[config.mk]
export PLATFORM = sky130hd
export DESIGN_NAME = bmw_regs
export DESIGN_NICKNAME = d
export VERILOG_FILES = /design/src/bmw_pkg.sv /design/src/bmw_regs.sv /design/src/bmw_field.sv /design/src/bmw_match.sv
export SDC_FILE = /design/constraint.sdc
export NUM_CORES = 1
export LEC_CHECK = 0
export BUFFER_PORTS_ARGS = -buffer_cell sky130_fd_sc_hd__buf_2
export CAP_MARGIN = 20
export CORE_MARGIN = 2
export CORE_UTILIZATION = 30
export DETAILED_ROUTE_END_ITERATION = 16
export GPL_TIMING_DRIVEN = 0
export MAX_ROUTING_LAYER = met4
export PLACE_DENSITY_LB_ADDON = 0.25
export SETUP_SLACK_MARGIN = 0.2
export SLEW_MARGIN = 20
export SYNTH_ARGS = -nofsm -noshare
export SYNTH_HDL_FRONTEND = slang
export SYNTH_SLANG_ARGS = --single-unit
[constraint.sdc]
create_clock -name clk -period 3.2 [get_ports clk]
set_input_delay 0.64 -clock clk [delete_from_list [all_inputs] [get_ports clk]]
set_output_delay 0.64 -clock clk [all_outputs]
set_load 0.02 [all_outputs]
[src/bmw_pkg.sv]
// Overview of operation
// - The memory window base keeps a writable 12-bit field in bits 15:4 for address bits 31:20, reset to zero.
// - The memory window bottom takes address bits 19:0 as zero, so it is 1 MB aligned.
// - The memory window limit keeps a writable 12-bit field in bits 31:20 for address bits 31:20, with bits 19:0 of the top taken as all ones.
// - The port forwards a memory request between its interfaces by the memory window base and limit.
// - The low four bits of the prefetch base and prefetch limit fields are read-only and read as one.
// - The prefetch base keeps a writable 12-bit field at bits 15:4 for address bits 31:20, lower 20 bits zero, reset to zero.
// - The prefetch limit keeps a writable 12-bit field at bits 31:20 for address bits 31:20, lower 20 bits all ones, reset to zero.
// - The prefetch window bottom is a 64-bit address whose upper half comes from the base-upper register.
// - The prefetch window top is a 64-bit address whose upper half comes from the limit-upper register.
// - The base-upper register is a fully writable 32-bit field for bits 63:32 of the bottom, reset to zero.
// - The port forwards memory reads and writes between its interfaces by the 64-bit prefetch base and limit.
// - The limit-upper register is a fully writable 32-bit field for bits 63:32 of the top, at its own offset, reset to zero.
package bmw_pkg;
   localparam logic [7:0]  BMW_OFS_MEM     = 8'h20;
   localparam logic [7:0]  BMW_OFS_PF      = 8'h24;
   localparam logic [7:0]  BMW_OFS_PF_BHI  = 8'h28;
   localparam logic [7:0]  BMW_OFS_PF_LHI  = 8'h2C;
   localparam int          BMW_BASE_LSB    = 4;
   localparam int          BMW_LIMIT_LSB   = 20;
   localparam int          BMW_FLD_W       = 12;
   localparam int          BMW_IND_LIMIT   = 16;
   localparam logic [3:0]  BMW_IND_64      = 4'h1;
   localparam logic [11:0] BMW_FLD_RST     = 12'h000;
   localparam logic [31:0] BMW_HI_RST      = 32'h00000000;
   localparam logic [19:0] BMW_LOW_ZERO    = 20'h00000;
   localparam logic [19:0] BMW_LOW_ONES    = 20'hFFFFF;
   localparam logic [31:0] BMW_ZERO32      = 32'h00000000;

   typedef struct packed {
      logic [63:0] bottom;
      logic [63:0] top;
   } bmw_win_t;

   typedef struct packed {
      logic        psel;
      logic        penable;
      logic        pwrite;
      logic [7:0]  paddr;
      logic [31:0] pwdata;
      logic [3:0]  pstrb;
   } bmw_apb_req_t;
endpackage

[src/bmw_regs.sv]
// Added by the designer: the APB slave port.
`timescale 1ns/1ps
module bmw_regs (
   input  wire logic        clk,
   input  wire logic        nrst,
   input  wire logic        psel,
   input  wire logic        penable,
   input  wire logic        pwrite,
   input  wire logic [7:0]  paddr,
   input  wire logic [31:0] pwdata,
   input  wire logic [3:0]  pstrb,
   output logic      [31:0] prdata,
   output logic             pready,
   output logic             pslverr,
   input  wire logic        req_valid,
   input  wire logic [63:0] req_addr,
   output logic             fwd_mem,
   output logic             fwd_pref
);
   // ----------------------------------------
   // Bus decode
   // ----------------------------------------
   logic        acc;
   logic        wr;
   logic        sel_mem;
   logic        sel_pf;
   logic        sel_bhi;
   logic        sel_lhi;
   logic        mapped;
   logic [31:0] bmask;

   always_comb begin
      acc     = psel && penable && !pready;
      wr      = acc && pwrite;
      sel_mem = 1'b0;
      sel_pf  = 1'b0;
      sel_bhi = 1'b0;
      sel_lhi = 1'b0;
      if (paddr == bmw_pkg::BMW_OFS_MEM) begin
         sel_mem = 1'b1;
      end else if (paddr == bmw_pkg::BMW_OFS_PF) begin
         sel_pf = 1'b1;
      end else if (paddr == bmw_pkg::BMW_OFS_PF_BHI) begin
         sel_bhi = 1'b1;
      end else if (paddr == bmw_pkg::BMW_OFS_PF_LHI) begin
         sel_lhi = 1'b1;
      end
      mapped = sel_mem || sel_pf || sel_bhi || sel_lhi;
      for (int i = 0; i < 4; i++) begin
         bmask[i*8 +: 8] = {8{pstrb[i]}};
      end
   end

   // ----------------------------------------
   // Storage
   // ----------------------------------------
   logic [11:0] mem_base;
   logic [11:0] mem_limit;
   logic [11:0] pf_base;
   logic [11:0] pf_limit;
   logic [31:0] pf_bhi;
   logic [31:0] pf_lhi;

   // Low nibbles are never stored, so reserved and indicator bits ignore writes
   bmw_field #(.W(bmw_pkg::BMW_FLD_W), .RST(bmw_pkg::BMW_FLD_RST)) u_mem_base (
      .clk   (clk),
      .nrst  (nrst),
      .we    (wr && sel_mem),
      .wmask (bmask[bmw_pkg::BMW_BASE_LSB +: bmw_pkg::BMW_FLD_W]),
      .wdata (pwdata[bmw_pkg::BMW_BASE_LSB +: bmw_pkg::BMW_FLD_W]),
      .q_r   (mem_base)
   );

   bmw_field #(.W(bmw_pkg::BMW_FLD_W), .RST(bmw_pkg::BMW_FLD_RST)) u_mem_limit (
      .clk   (clk),
      .nrst  (nrst),
      .we    (wr && sel_mem),
      .wmask (bmask[bmw_pkg::BMW_LIMIT_LSB +: bmw_pkg::BMW_FLD_W]),
      .wdata (pwdata[bmw_pkg::BMW_LIMIT_LSB +: bmw_pkg::BMW_FLD_W]),
      .q_r   (mem_limit)
   );

   bmw_field #(.W(bmw_pkg::BMW_FLD_W), .RST(bmw_pkg::BMW_FLD_RST)) u_pf_base (
      .clk   (clk),
      .nrst  (nrst),
      .we    (wr && sel_pf),
      .wmask (bmask[bmw_pkg::BMW_BASE_LSB +: bmw_pkg::BMW_FLD_W]),
      .wdata (pwdata[bmw_pkg::BMW_BASE_LSB +: bmw_pkg::BMW_FLD_W]),
      .q_r   (pf_base)
   );

   bmw_field #(.W(bmw_pkg::BMW_FLD_W), .RST(bmw_pkg::BMW_FLD_RST)) u_pf_limit (
      .clk   (clk),
      .nrst  (nrst),
      .we    (wr && sel_pf),
      .wmask (bmask[bmw_pkg::BMW_LIMIT_LSB +: bmw_pkg::BMW_FLD_W]),
      .wdata (pwdata[bmw_pkg::BMW_LIMIT_LSB +: bmw_pkg::BMW_FLD_W]),
      .q_r   (pf_limit)
   );

   bmw_field #(.W(32), .RST(bmw_pkg::BMW_HI_RST)) u_pf_bhi (
      .clk   (clk),
      .nrst  (nrst),
      .we    (wr && sel_bhi),
      .wmask (bmask),
      .wdata (pwdata),
      .q_r   (pf_bhi)
   );

   bmw_field #(.W(32), .RST(bmw_pkg::BMW_HI_RST)) u_pf_lhi (
      .clk   (clk),
      .nrst  (nrst),
      .we    (wr && sel_lhi),
      .wmask (bmask),
      .wdata (pwdata),
      .q_r   (pf_lhi)
   );

   // ----------------------------------------
   // Read data and answer
   // ----------------------------------------
   logic [31:0] rdata;
   logic [31:0] prdata_nxt;
   logic        pready_nxt;
   logic        pslverr_nxt;

   always_comb begin
      rdata = bmw_pkg::BMW_ZERO32;
      if (sel_mem) begin
         rdata = {mem_limit, 4'h0, mem_base, 4'h0};
      end else if (sel_pf) begin
         rdata = {pf_limit, bmw_pkg::BMW_IND_64, pf_base, bmw_pkg::BMW_IND_64};
      end else if (sel_bhi) begin
         rdata = pf_bhi;
      end else if (sel_lhi) begin
         rdata = pf_lhi;
      end
      pready_nxt  = acc;
      pslverr_nxt = acc && !mapped;
      prdata_nxt  = prdata;
      if (acc && !pwrite) begin
         prdata_nxt = rdata;
      end
   end

   always_ff @(posedge clk) begin
      if (!nrst) begin
         prdata  <= bmw_pkg::BMW_ZERO32;
         pready  <= 1'b0;
         pslverr <= 1'b0;
      end else begin
         prdata  <= prdata_nxt;
         pready  <= pready_nxt;
         pslverr <= pslverr_nxt;
      end
   end

   // ----------------------------------------
   // Windows and forwarding decision
   // ----------------------------------------
   bmw_pkg::bmw_win_t mem_win;
   bmw_pkg::bmw_win_t pf_win;

   always_comb begin
      mem_win.bottom = {bmw_pkg::BMW_ZERO32, mem_base, bmw_pkg::BMW_LOW_ZERO};
      mem_win.top    = {bmw_pkg::BMW_ZERO32, mem_limit, bmw_pkg::BMW_LOW_ONES};
      pf_win.bottom  = {pf_bhi, pf_base, bmw_pkg::BMW_LOW_ZERO};
      pf_win.top     = {pf_lhi, pf_limit, bmw_pkg::BMW_LOW_ONES};
   end

   bmw_match u_mem_match (
      .clk       (clk),
      .nrst      (nrst),
      .req_valid (req_valid),
      .req_addr  (req_addr),
      .win       (mem_win),
      .hit_r     (fwd_mem)
   );

   bmw_match u_pf_match (
      .clk       (clk),
      .nrst      (nrst),
      .req_valid (req_valid),
      .req_addr  (req_addr),
      .win       (pf_win),
      .hit_r     (fwd_pref)
   );
endmodule

[src/bmw_field.sv]
`timescale 1ns/1ps
module bmw_field #(
   parameter int           W   = 12,
   parameter logic [W-1:0] RST = '0
) (
   input  wire logic         clk,
   input  wire logic         nrst,
   input  wire logic         we,
   input  wire logic [W-1:0] wmask,
   input  wire logic [W-1:0] wdata,
   output logic      [W-1:0] q_r
);
   logic [W-1:0] q_nxt;

   // Lanes outside the mask keep their old value, so partial writes are safe
   always_comb begin
      q_nxt = (q_r & ~wmask) | (wdata & wmask);
      if (!we) begin
         q_nxt = q_r;
      end
   end

   always_ff @(posedge clk) begin
      if (!nrst) begin
         q_r <= RST;
      end else begin
         q_r <= q_nxt;
      end
   end
endmodule

[src/bmw_match.sv]
`timescale 1ns/1ps
module bmw_match (
   input  wire logic             clk,
   input  wire logic             nrst,
   input  wire logic             req_valid,
   input  wire logic [63:0]      req_addr,
   input  wire bmw_pkg::bmw_win_t win,
   output logic                  hit_r
);
   logic hit_nxt;

   // Inverted window fails the bottom <= top check, so it stays empty
   always_comb begin
      hit_nxt = req_valid && (win.bottom <= win.top)
                && (req_addr >= win.bottom) && (req_addr <= win.top);
   end

   always_ff @(posedge clk) begin
      if (!nrst) begin
         hit_r <= 1'b0;
      end else begin
         hit_r <= hit_nxt;
      end
   end
endmodule

[Word-level counts from Yosys, hierarchy flattened]
Index checks and enable logic that the tools add are counted.
Word-level totals
  word-level logic and storage cells: 74
  bits of input ports: 114
  output and inout bits: 36
  register bits: 148
Operators by class
  bitwise gates (word level): 18
  magnitude comparators: 6
  equal/unequal tests: 4
  muxes and demuxes: 14
  reductions and logical operators: 21
Operators by type and width (count)
  <= comparator 64 bit: 2
  2-to-1 mux 32 bit: 4
  bitwise AND 32 bit: 3
  bitwise AND 12 bit: 6
  >= comparator 64 x 32 -> 1 bit: 1
  >= comparator 64 bit: 1
  <= comparator 64 x 32 -> 1 bit: 1
  bitwise OR 32 bit: 2
  bitwise OR 12 bit: 4
  == test 8 x 6 -> 1 bit (second input constant): 4
  <= comparator 32 bit: 1
  NOT 32 bit: 1
  NOT 12 bit: 2
  logical AND 1 bit: 15
  2-to-1 mux 1 bit: 10
  logical NOT 1 bit: 3
  logical OR 1 bit: 3

[Longest topological paths before layout]
Gate-level depths: netlist of the first run.
  depth in word-level cells: 9
  depth in mapped cells: 9
  mapped depth without buffers: 9

[Modules after synthesis]
A second synthesis of the first run with hierarchy kept.
Unflattened totals
  cells, all modules: 2059
  area total of the unflattened synthesis: 16234.3 µm²
Modules (own cells, without submodules)
  bmw_match: sequential area each 20.0 µm², cells each 606, area each 4588.2 µm², instances 2
  bmw_field at u_pf_bhi ...: sequential area each 640.6 µm², cells each 170, area each 1395.1 µm², instances 2
  bmw_regs: sequential area each 680.7 µm², cells each 255, area each 2175.8 µm², instances 1
  bmw_field at u_mem_base ...: sequential area each 240.2 µm², cells each 63, area each 523.0 µm², instances 4

[Worst setup path after synthesis of the first run]
OpenSTA, ideal clock, no wires.
  path kind: input to register
  start point: in paddr[4]
  end point: reg with a tool-made name
  stages on the path: 7
  arrival time: 2.319 ns
  setup time: 0.122 ns
  slack: 0.758 ns
  cells stage by stage: or4b_1 > nor3_2 > nand3_2 > nor3b_4 > nand2_1 > nand2_1 > a21boi_0
RTL lines
  from (decl): RTL line bmw_regs.sv:9  | input wire logic [7:0] paddr,

==> summary.json, run 1 <==
{
  "status": "finished, final reports clean",
  "critical_path.max_fanout": 10,
  "top_area_cell_type_share_of_the_netlist_area_pct": 28.45,
  "io_pins": 150,
  "synthesis.area_mm2": 0.01041,
  "synth.largest_area_cell": "dfxtp_1",
  "port_buffers": 144,
  "firstDrtPassIters": 5,
  "synth_seq_cells": 148,
  "endpoint_kind": "flop",
  "global_route.overflow_total": 0,
  "holdCritPathClass": "in -> reg",
  "die_w_um": 190.3,
  "synth_ff_type": "dfxtp_1",
  "clock-root-buffer": "clkbuf_16",
  "core.rowCount": 68,
  "ys.warnings.count": 0,
  "drv_slew": 0,
  "synth_compound_area_share_pct": 21.16,
  "power_per_cell_area_mw_per_mm2": 353.9,
  "placed_area_mm2": 0.01171,
  "layout.filler_cells": 3686,
  "first_global_vias": 9919,
  "drt.antenna.violating_nets": 0,
  "dr_total_vias": 10120,
  "drt_first_iter_violations": 681,
  "max_incr_delay_on_cp_ns": 0.53,
  "tritoncts_num_sinks": 148,
  "global_route_wire_length_before_repair_mm": 58.84,
  "synth_async_sr_flop_share_pct": 0,
  "critical_path_startpoint": "paddr[4]",
  "worst_vdd_drop_mv": 0.3557,
  "setup-violations-final": 0,
  "vias_per_cell": 5.212,
  "leakage_nw": 4.718,
  "relSlewSlack_pct": 34.49,
  "critical_path.startpoint_type": "primary input",
  "totalWireLength_mm": 39.21,
  "cts_htree_levels": 4,
  "regToRegEndpoint": "u_pf_match.hit_r$_SDFF_PN0_",
  "num-nets-final": 1754,
  "core_region_area_mm2": 0.03437,
  "sequential_to_total_area_share_from_yosys_stat_pct": 28.45,
  "number_of_enable_type_register_cells_in_the_synthesized_netlist": 0,
  "worst_path_max_delay_cell": "or4b_1",
  "clkLatencyLatePin_ns": 0.45,
  "post_synth.cell_area_avg_um2": 7.969,
  "cp.required_ns": 3.56,
  "grt_usage_pct": 22.18,
  "dp_hpwl_mm": 32.16,
  "worstRegToRegCells": 9,
  "antenna_found_initial": 0,
  "layout_worst_path_cycle_share_pct": 90.92,
  "clock_tree.buffer_depth": 2,
  "r2r_slack_ns": 0.48,
  "globalplace.congestion": 0.9206,
  "antennaDiodeCount": 0,
  "timing.clock.skew_ns": 0.01707,
  "post_synth_and_or_nand_nor_area_fraction_pct": 20.88,
  "floorplan.initialDensity_pct": 30.30,
  "crit_path_frequent_cell": "buf_2",
  "critical_path_class": "in -> reg",
  "grt_max_degree": 18,
  "max_freq_mhz": 343.7,
  "cts_hold_buf": 0,
  "cts-buffers-inserted": 17,
  "synth_cell_type_count": 49,
  "clock_tree_from_tritoncts": "yes",
  "finalInstanceArea_mm2": 0.01233,
  "max_cap_violations": 0,
  "wire_per_inst_um": 20.19,
  "fin_util_pct": 35.87,
  "yosys-mux-area-fraction_pct": 2.883,
  "final_period_minus_worst_setup_slack_ns": 2.910,
  "synth_fa_ha_area_share_pct": 19.94,
  "synthesis_to_finish_area_growth_pct": 18.37,
  "clk_pin_slew_worst_paths_ns": 0.07,
  "die_height_um": 190.3,
  "postSynthCellCount": 1307,
  "share_of_layout_cells_above_drive_strength_1_pct": 13.58,
  "synthesis.nets": 1587,
  "fin_total_pwr_mw": 4.363,
  "post-route-drc-count": 0,
  "tightestPinTransition_ns": 0.9737,
  "dieArea_mm2": 0.03622,
  "synthTopCellsByArea": "dfxtp_1, ha_1, a21boi_0, nand2_1, nand3_1",
  "synth-xor-area-share_pct": 0,
  "largest_family_of_logic_cells_by_synthesized_area": "compound AO/OA/AOI/OAI gates",
  "rsz_0062_raised_after_global_routing": "yes",
  "hold_viol": 0,
  "critical_path_cell_by_cell": "buf_2 -> or4b_1 -> nor3_2 -> nand3_2 -> nor2_2 -> buf_2 -> nand3_1 -> a21boi_0",
  "worst_ep_arrival_ns": 3.27
}
[area by class of cell]
type	instances	area, um^2	share of cell area, %
repair buffers	148	763.2	6.191
clock buffers	18	429.2	3.481
clock inverters	14	151.4	1.228
flip-flops and latches	148	2963	24.03
well taps	455	569.3	4.618
plain buffers	58	265.3	2.152
inverters	115	431.7	3.501
multi-input cells	986	6755	54.80
[placed cells by master, fill, tap and decap left out, types with 25 or more instances in the layout]
cell type and count:
buf_2 152, nand4_1 40, o21ai_0 26, inv_1 115
a21boi_0 106, a21boi_1 30, nor2_1 48, a21oi_1 80
mux2i_1 30, dfxtp_1 148, nand3_1 126, o211ai_1 25
nand2_1 195, clkbuf_1 44, ha_1 166
[critical path, delay by kind of cell]
kind / cells / cell delay (ns)
simple gates: 5 / 1.95
buf+inv: 2 / 0.49
compound gates: 1 / 0.17
[timing repair]
| item | CTS | global route |
|---|---|---|
| buffers inserted | 0 | 4 |
| endpoints found under the hold margin | 0 | 0 |
| endpoints found under the setup margin | 0 | 23 |
| resized for setup | 0 | 0 |
[routing by layer]
| layer | track usage, % | share of wire [%] | up-vias |
|---|---|---|---|
| met4 | 6.410 | 1.9 | 0 |
| met3 | 2.300 | 5.2 | 48 |
| met2 | 36.22 | 47 | 294 |
| met1 | 29.00 | 46 | 4795 |
| li1 | - | - | 4985 |
| met5 | - | 0 | - |
[through the flow]
step | hold WS [ns] | cells | setup slack (ns) | TNS [ns]
6_report | 0.4658 | 1942 | 0.2905 | 0
5_1_grt | 0.4665 | 1942 | 0.1529 | 0
4_1_cts | 0.4550 | 1938 | 0.3100 | 0
3_5_place_dp | 0.4620 | 1906 | -0.1412 | -5.784
3_3_place_gp | 0.4541 | 1906 | -0.1272 | -5.116
2_1_floorplan | 0.4435 | 1307 | 0.7583 | 0
[where the power goes]
group | internal, mW | total, mW | switching, mW
logic | 0.189 | 0.499 | 0.310
clock network | 1.05 | 2.02 | 0.971
registers | 1.84 | 1.84 | 0.00127
total | 3.08 | 4.36 | 1.28
[synthesized netlist by cell type (3+ instances only)]
cell	instances
ha_1	166
buf_2	8
nor4_1	14
nand2_1	195
clkbuf_1	43
nand3_1	126
inv_1	115
mux2i_1	30
or2_2	3
o21ai_0	26
and2_1	8
a21boi_1	30
a31oi_1	4
a21o_1	23
nor3_1	6
nor2_1	48
buf_6	5
nand4_1	40
a21oi_1	80
or4_1	3
a221oi_1	3
nor2b_1	5
a21boi_0	106
a211oi_1	11
dfxtp_1	148
a2111oi_0	4
o211ai_1	25
[how the worst min path moves through the flow]
stage | start | depth (start not counted) | slack, ns | to
after global placement | prdata[11]$_SDFFE_PN0P_ | 2 | 0.45 | prdata[11]$_SDFFE_PN0P_
after detailed placement | flop | 2 | 0.46 | flop
after global routing | pwdata[19] | 3 | 0.47 | flop
after floorplan | flop | 2 | 0.44 | flop
after CTS | pwdata[18] | 3 | 0.46 | flop
final | pwdata[18] | 3 | 0.47 | flop
[logic make-up (layout without fill, tap and decap cells)]
| kind of cell | count (synthesis) | count (layout) |
|---|---|---|
| muxes | 30 | 30 |
| DFF | 148 | 148 |
| AOI/OAI and AO/OA | 326 | 326 |
| and+or+nand+nor | 464 | 464 |
| adders and majority gates | 166 | 166 |
| buffers and inverters | 173 | 353 |
Note: power is estimated with default switching activity, not from simulation.
==> inputs of run 2 (changes only) <==
- CORE_UTILIZATION: 30 -> 55
- CTS_BUF_LIST: unset -> sky130_fd_sc_hd__clkbuf_4 sky130_fd_sc_hd__clkbuf_8
==> run 2 against run 1 <==
Net effect:
- sequential cell count unchanged
- maximum frequency is 4.8% higher
- sequential share of layout area rose by 1.0 points
- via count grew 3.4%
- setup slack better by 0.13 ns
- register-to-register slack lost 0.06 ns
- cell count shrank 12%
- sequential power about the same
- global-route usage rose by 13 points
==> summary.json, run 2 (synthesis gave the netlist of run 1 again) <==
{
  "post-route-drc-count": 0,
  "die_w_um": 141.6,
  "num-nets-final": 1750,
  "share_of_layout_cells_above_drive_strength_1_pct": 13.42,
  "post-route-worst-setup-slack_ns": 0.4238,
  "drt.antenna.violating_nets": 0,
  "worst_ep_arrival_ns": 3.19,
  "fin_total_pwr_mw": 3.850,
  "firstDrtPassIters": 5,
  "cts_hold_buf": 0,
  "floorplan.initialDensity_pct": 55.87,
  "endpoint_kind": "flop",
  "dp_hpwl_mm": 27.94,
  "antenna_found_initial": 0,
  "tightestPinTransition_ns": 0.9675,
  "topRoutingLayerUsed": "met4",
  "rsz_0062_raised_after_global_routing": "no",
  "setup_total_negative_slack_ns": 0,
  "dr_total_vias": 10470,
  "die_height_um": 141.6,
  "global_route.overflow_total": 0,
  "vias_per_cell": 6.097,
  "synthesis_to_finish_area_growth_pct": 13.56,
  "critical_path_class": "reg -> reg",
  "clkLatencyLatePin_ns": 0.49,
  "clock_tree.buffer_depth": 2,
  "layout_worst_path_cycle_share_pct": 86.76,
  "clock-root-buffer": "clkbuf_8",
  "wire_per_inst_um": 20.15,
  "cp.required_ns": 3.62,
  "layout.filler_cells": 1683,
  "grt_usage_pct": 35.54,
  "core.rowCount": 50,
  "first_global_vias": 10000,
  "core_region_area_mm2": 0.01864,
  "drv_slew": 0,
  "dieArea_mm2": 0.02005,
  "tritoncts_num_sinks": 148,
  "critical_path.max_fanout": 4,
  "antennaDiodeCount": 0,
  "port_buffers": 144,
  "grt_max_degree": 17,
  "layout.cells.most_common_list": "nand2_1, ha_1, buf_2",
  "cts_repair_resize_count": 0,
  "final_period_minus_worst_setup_slack_ns": 2.776,
  "place_worst_setup_slack_ns": 0.1061,
  "clk_pin_slew_worst_paths_ns": 0.09,
  "worst_vdd_drop_mv": 0.2665,
  "status": "finished, final reports clean",
  "postCtsSetupBuffers": 0,
  "setup-violations-final": 0,
  "timing.clock.skew_ns": 0.01114,
  "detailroute.wirelength.met3_mm": 3.163,
  "drt_first_iter_violations": 1024,
  "wl_met1_mm": 14.63,
  "route.met2.wl_mm": 15.24,
  "relSlewSlack_pct": 33.83,
  "leakage_nw": 4.612,
  "globalplace.congestion": 0.9644,
  "hold_viol": 0,
  "layout.cells.most_common": "nand2_1",
  "max_cap_violations": 0,
  "clock_tree_from_tritoncts": "yes",
  "holdCritPathClass": "in -> reg",
  "totalWireLength_mm": 34.59,
  "global_route_wire_length_before_repair_mm": 53.04,
  "cts-buffers-inserted": 17,
  "io_pins": 150,
  "critical_path.startpoint_type": "flop",
  "power_per_cell_area_mw_per_mm2": 325.5,
  "cts_htree_levels": 4,
  "max_freq_mhz": 360.2
}
-- run 2: cell types whose count changed in the layout (fill, tap and decap cells not counted), sizes merged --
cell and delta:
buf -4, bufinv +1, clkbuf -1, clkinv +3, inv -3
-- run 2: critical path, stage by stage (launching register included) --
cell and delay [ns]:
dfxtp_1 0.43, inv_1 0.07, ha_1 0.30, nand4_1 0.15
nor4_1 0.46, nand4_1 0.18, a31oi_1 0.42, o2111ai_1 0.24
a21oi_1 0.25, o311a_1 0.22
-- run 2: metrics by stage --
step,hold slack (ns),utilization (%),instance area (um^2),cells
after floorplan,0.4435,-,10420,1307
after global placement,0.4507,61.30,11430,1685
after detailed placement,0.4566,61.30,11430,1685
after CTS,0.4153,63.44,11830,1717
after global routing,0.4201,63.44,11830,1717
final,0.4273,63.44,11830,1717
-- run 2: final timing paths --
| kind | startpoint | to | slack [ns] | cells after the start |
|---|---|---|---|---|
| worst max-delay path | flop | u_pf_match.hit_r$_SDFF_PN0_ | 0.42 | 9 |
| worst min-delay path | pwdata[17] | flop | 0.43 | 3 |
| worst max register to register | flop | u_pf_match.hit_r$_SDFF_PN0_ | 0.42 | 9 |
| worst min register to register | flop | flop | 0.47 | 2 |
-- run 2: power by group --
group,switching (mW),leakage (nW),internal (mW),total [mW]
logic,0.301,3.22,0.189,0.490
registers,0.00102,1.19,1.84,1.84
clock network,0.865,0.202,0.652,1.52
-- run 2: layout make-up --
class | count | area [um^2] | share of cell area, %
Multi-Input combinational cell | 986 | 6755 | 57.11
Sequential cell | 148 | 2963 | 25.05
Timing Repair Buffer | 144 | 720.7 | 6.093
Inverter | 115 | 431.7 | 3.650
Tap cell | 234 | 292.8 | 2.475
Buffer | 58 | 265.3 | 2.243
Clock buffer | 17 | 234.0 | 1.978
Clock inverter | 15 | 165.2 | 1.396
-- run 2: per-layer routing --
metal	track usage [%]	vias up
met1	44.85	4823
met3	6.412	106
met5	-	-
met2	55.06	551
li1	-	4989
met4	17.37	0
==> inputs of run 3 (changes only) <==
--- a/config.mk
+++ b/config.mk
@@ -15,3 +15,3 @@
 export MAX_ROUTING_LAYER = met4
-export PLACE_DENSITY_LB_ADDON = 0.25
+export PLACE_DENSITY = 0.83
 export SETUP_SLACK_MARGIN = 0.2
==> constraint.sdc (replaced) <==
create_clock -name clk -period 3.2 [get_ports clk]
set_input_delay 0.48 -clock clk [delete_from_list [all_inputs] [get_ports clk]]
set_output_delay 0.48 -clock clk [all_outputs]
set_load 0.02 [all_outputs]
==> run 3 against run 2 <==
Net effect:
- via count is 0.74% higher
- critical path depth did not move
- non-clock buffer count unchanged
- core utilization about the same
- maximum frequency grew 6.1%
- design area hardly changed
- hold slack got worse by 0.17 ns
- sequential power about the same
- highest routed layer unchanged
==> summary.json, run 3 (synthesis gave the netlist of run 1 again) <==
{
  "tritoncts_num_sinks": 148,
  "final_period_minus_worst_setup_slack_ns": 2.617,
  "layout.filler_cells": 1613,
  "global_route_wire_length_before_repair_mm": 52.83,
  "global_route.overflow_total": 0,
  "grt_max_degree": 17,
  "finalNonFillerCells": 1717,
  "num-nets-final": 1750,
  "combinationalPowerShare_pct": 12.6,
  "critical_hold_path_startpoint": "pwdata[19]",
  "relSlewSlack_pct": 43.25,
  "cp.required_ns": 3.62,
  "net-switching-power_mw": 1.163,
  "regToRegEndpoint": "u_pf_match.hit_r$_SDFF_PN0_",
  "layout_worst_path_cycle_share_pct": 81.78,
  "die_height_um": 141.6,
  "max_cap_violations": 0,
  "sw_frac_of_total_pct": 30.08,
  "floorplan.initialDensity_pct": 55.87,
  "drt_first_iter_violations": 983,
  "core_region_area_mm2": 0.01864,
  "drt.antenna.violating_nets": 0,
  "clkLatencyLatePin_ns": 0.49,
  "clock_power_share_pct": 39.8,
  "cts-buffers-inserted": 17,
  "postCtsSetupBuffers": 0,
  "critical_path.max_fanout": 4,
  "die_w_um": 141.6,
  "antenna_found_initial": 0,
  "fin_util_pct": 63.42,
  "critical_path_class": "reg -> reg",
  "dp_hpwl_mm": 27.53,
  "grt_usage_pct": 34.86,
  "max_incr_delay_on_cp_ns": 0.43,
  "timing.clock.skew_ns": 0.01432,
  "hold_viol": 0,
  "totalWireLength_mm": 33.85,
  "worstRegToRegCells": 9,
  "setup-violations-final": 0,
  "clock_tree_from_tritoncts": "yes",
  "io_pins": 150,
  "leakage_nw": 4.604,
  "worst_ep_arrival_ns": 3.04,
  "core.rowCount": 50,
  "antennaDiodeCount": 0,
  "rsz_0062_raised_after_global_routing": "no",
  "holdCritPathClass": "in -> reg",
  "drv_slew": 0,
  "layout.cells.most_common_list": "nand2_1, ha_1, buf_2",
  "cts_htree_levels": 4,
  "layout.cells.most_common": "nand2_1",
  "clk_pin_slew_worst_paths_ns": 0.10,
  "port_buffers": 144,
  "status": "finished, final reports clean",
  "worstPathBufferInverterCount": 1,
  "dr_total_vias": 10550,
  "path_depth": 9,
  "critical_path_cell_by_cell": "inv_1 -> ha_1 -> nand4_1 -> nor4_1 -> a221oi_1 -> a31oi_1 -> o2111ai_1 -> a21oi_1 -> o311a_1",
  "endpoint_kind": "flop",
  "critical_path.startpoint_type": "flop",
  "max_freq_mhz": 382.1,
  "cts_hold_buf": 0,
  "seq_area_mm2": 0.002963,
  "power_per_cell_area_mw_per_mm2": 327.0,
  "power.sequential.fraction_pct": 47.7,
  "cts_repair_resize_count": 0,
  "tightestPinTransition_ns": 0.8298,
  "worst_vdd_drop_mv": 0.2487,
  "dp_cells": 1685,
  "dieArea_mm2": 0.02005,
  "cp_top_family": "compound AO/OA/AOI/OAI gates",
  "synthesis_to_finish_area_growth_pct": 13.52,
  "share_of_layout_cells_above_drive_strength_1_pct": 13.42,
  "vias_per_cell": 6.142,
  "multi_input_area_mm2": 0.006755,
  "whs_ns": 0.2607,
  "worst_path_max_delay_cell": "dfxtp_1",
  "r2r_slack_ns": 0.58,
  "setup_total_negative_slack_ns": 0,
  "clock_tree.buffer_depth": 2,
  "first_global_vias": 10170,
  "place_worst_setup_slack_ns": 0.1596,
  "clock-root-buffer": "clkbuf_8",
  "globalplace.congestion": 1.031,
  "wire_per_inst_um": 19.72,
  "post-route-worst-setup-slack_ns": 0.5830,
  "internal_power_mw": 2.703,
  "post-route-drc-count": 0,
  "firstDrtPassIters": 5,
  "min_delay_path_depth": 3
}
==> run 3: area by class of cell <==
class	instances	share of cell area, %
clock buffer	19	2.159
sequential	148	25.06
tap	234	2.476
clock inverter	13	1.175
inverter	115	3.651
timing repair buffer	144	6.096
multi-input combinational	986	57.14
buffer	58	2.244
==> run 3: worst max path at each step <==
stage | slack, ns | endpoint
after floorplan | 0.92 | flop
after global placement | 0.23 | flop
after detailed placement | 0.16 | flop
after CTS | 0.66 | flop
after global routing | 0.45 | flop
final | 0.58 | u_pf_match.hit_r$_SDFF_PN0_
==> run 3: per-layer routing <==
| layer | vias up | global-route usage [%] | share of wire (%) |
|---|---|---|---|
| met5 | - | - | 0 |
| met4 | 0 | 17.68 | 5.0 |
| met3 | 111 | 4.151 | 8.7 |
| met2 | 546 | 55.34 | 45 |
| met1 | 4902 | 43.96 | 41 |
| li1 | 4987 | - | - |
==> run 3: worst min-delay path, stage by stage <==
cell and delay, ns:
buf_2 0.11, nand3_1 0.06, a21boi_1 0.05
==> run 3: power by group through the flow <==
stage                     Combinational (mW)  Clock [mW]  Sequential, mW
after floorplan                        0.251           0            1.89
after global placement                 0.458           0            1.89
after detailed placement               0.472           0            1.89
after CTS                              0.474        1.52            1.84
after global routing                   0.532        1.60            1.84
final                                  0.486        1.54            1.84
==> run 3: per-stage QoR <==
| stage | instance area, um^2 | power [mW] |
|---|---|---|
| finish | 11820 | 3.866 |
| global route | 11820 | 3.970 |
| CTS | 11820 | 3.837 |
| detailed placement | 11430 | 2.358 |
| global placement | 11430 | 2.344 |
| floorplan | 10420 | 2.139 |
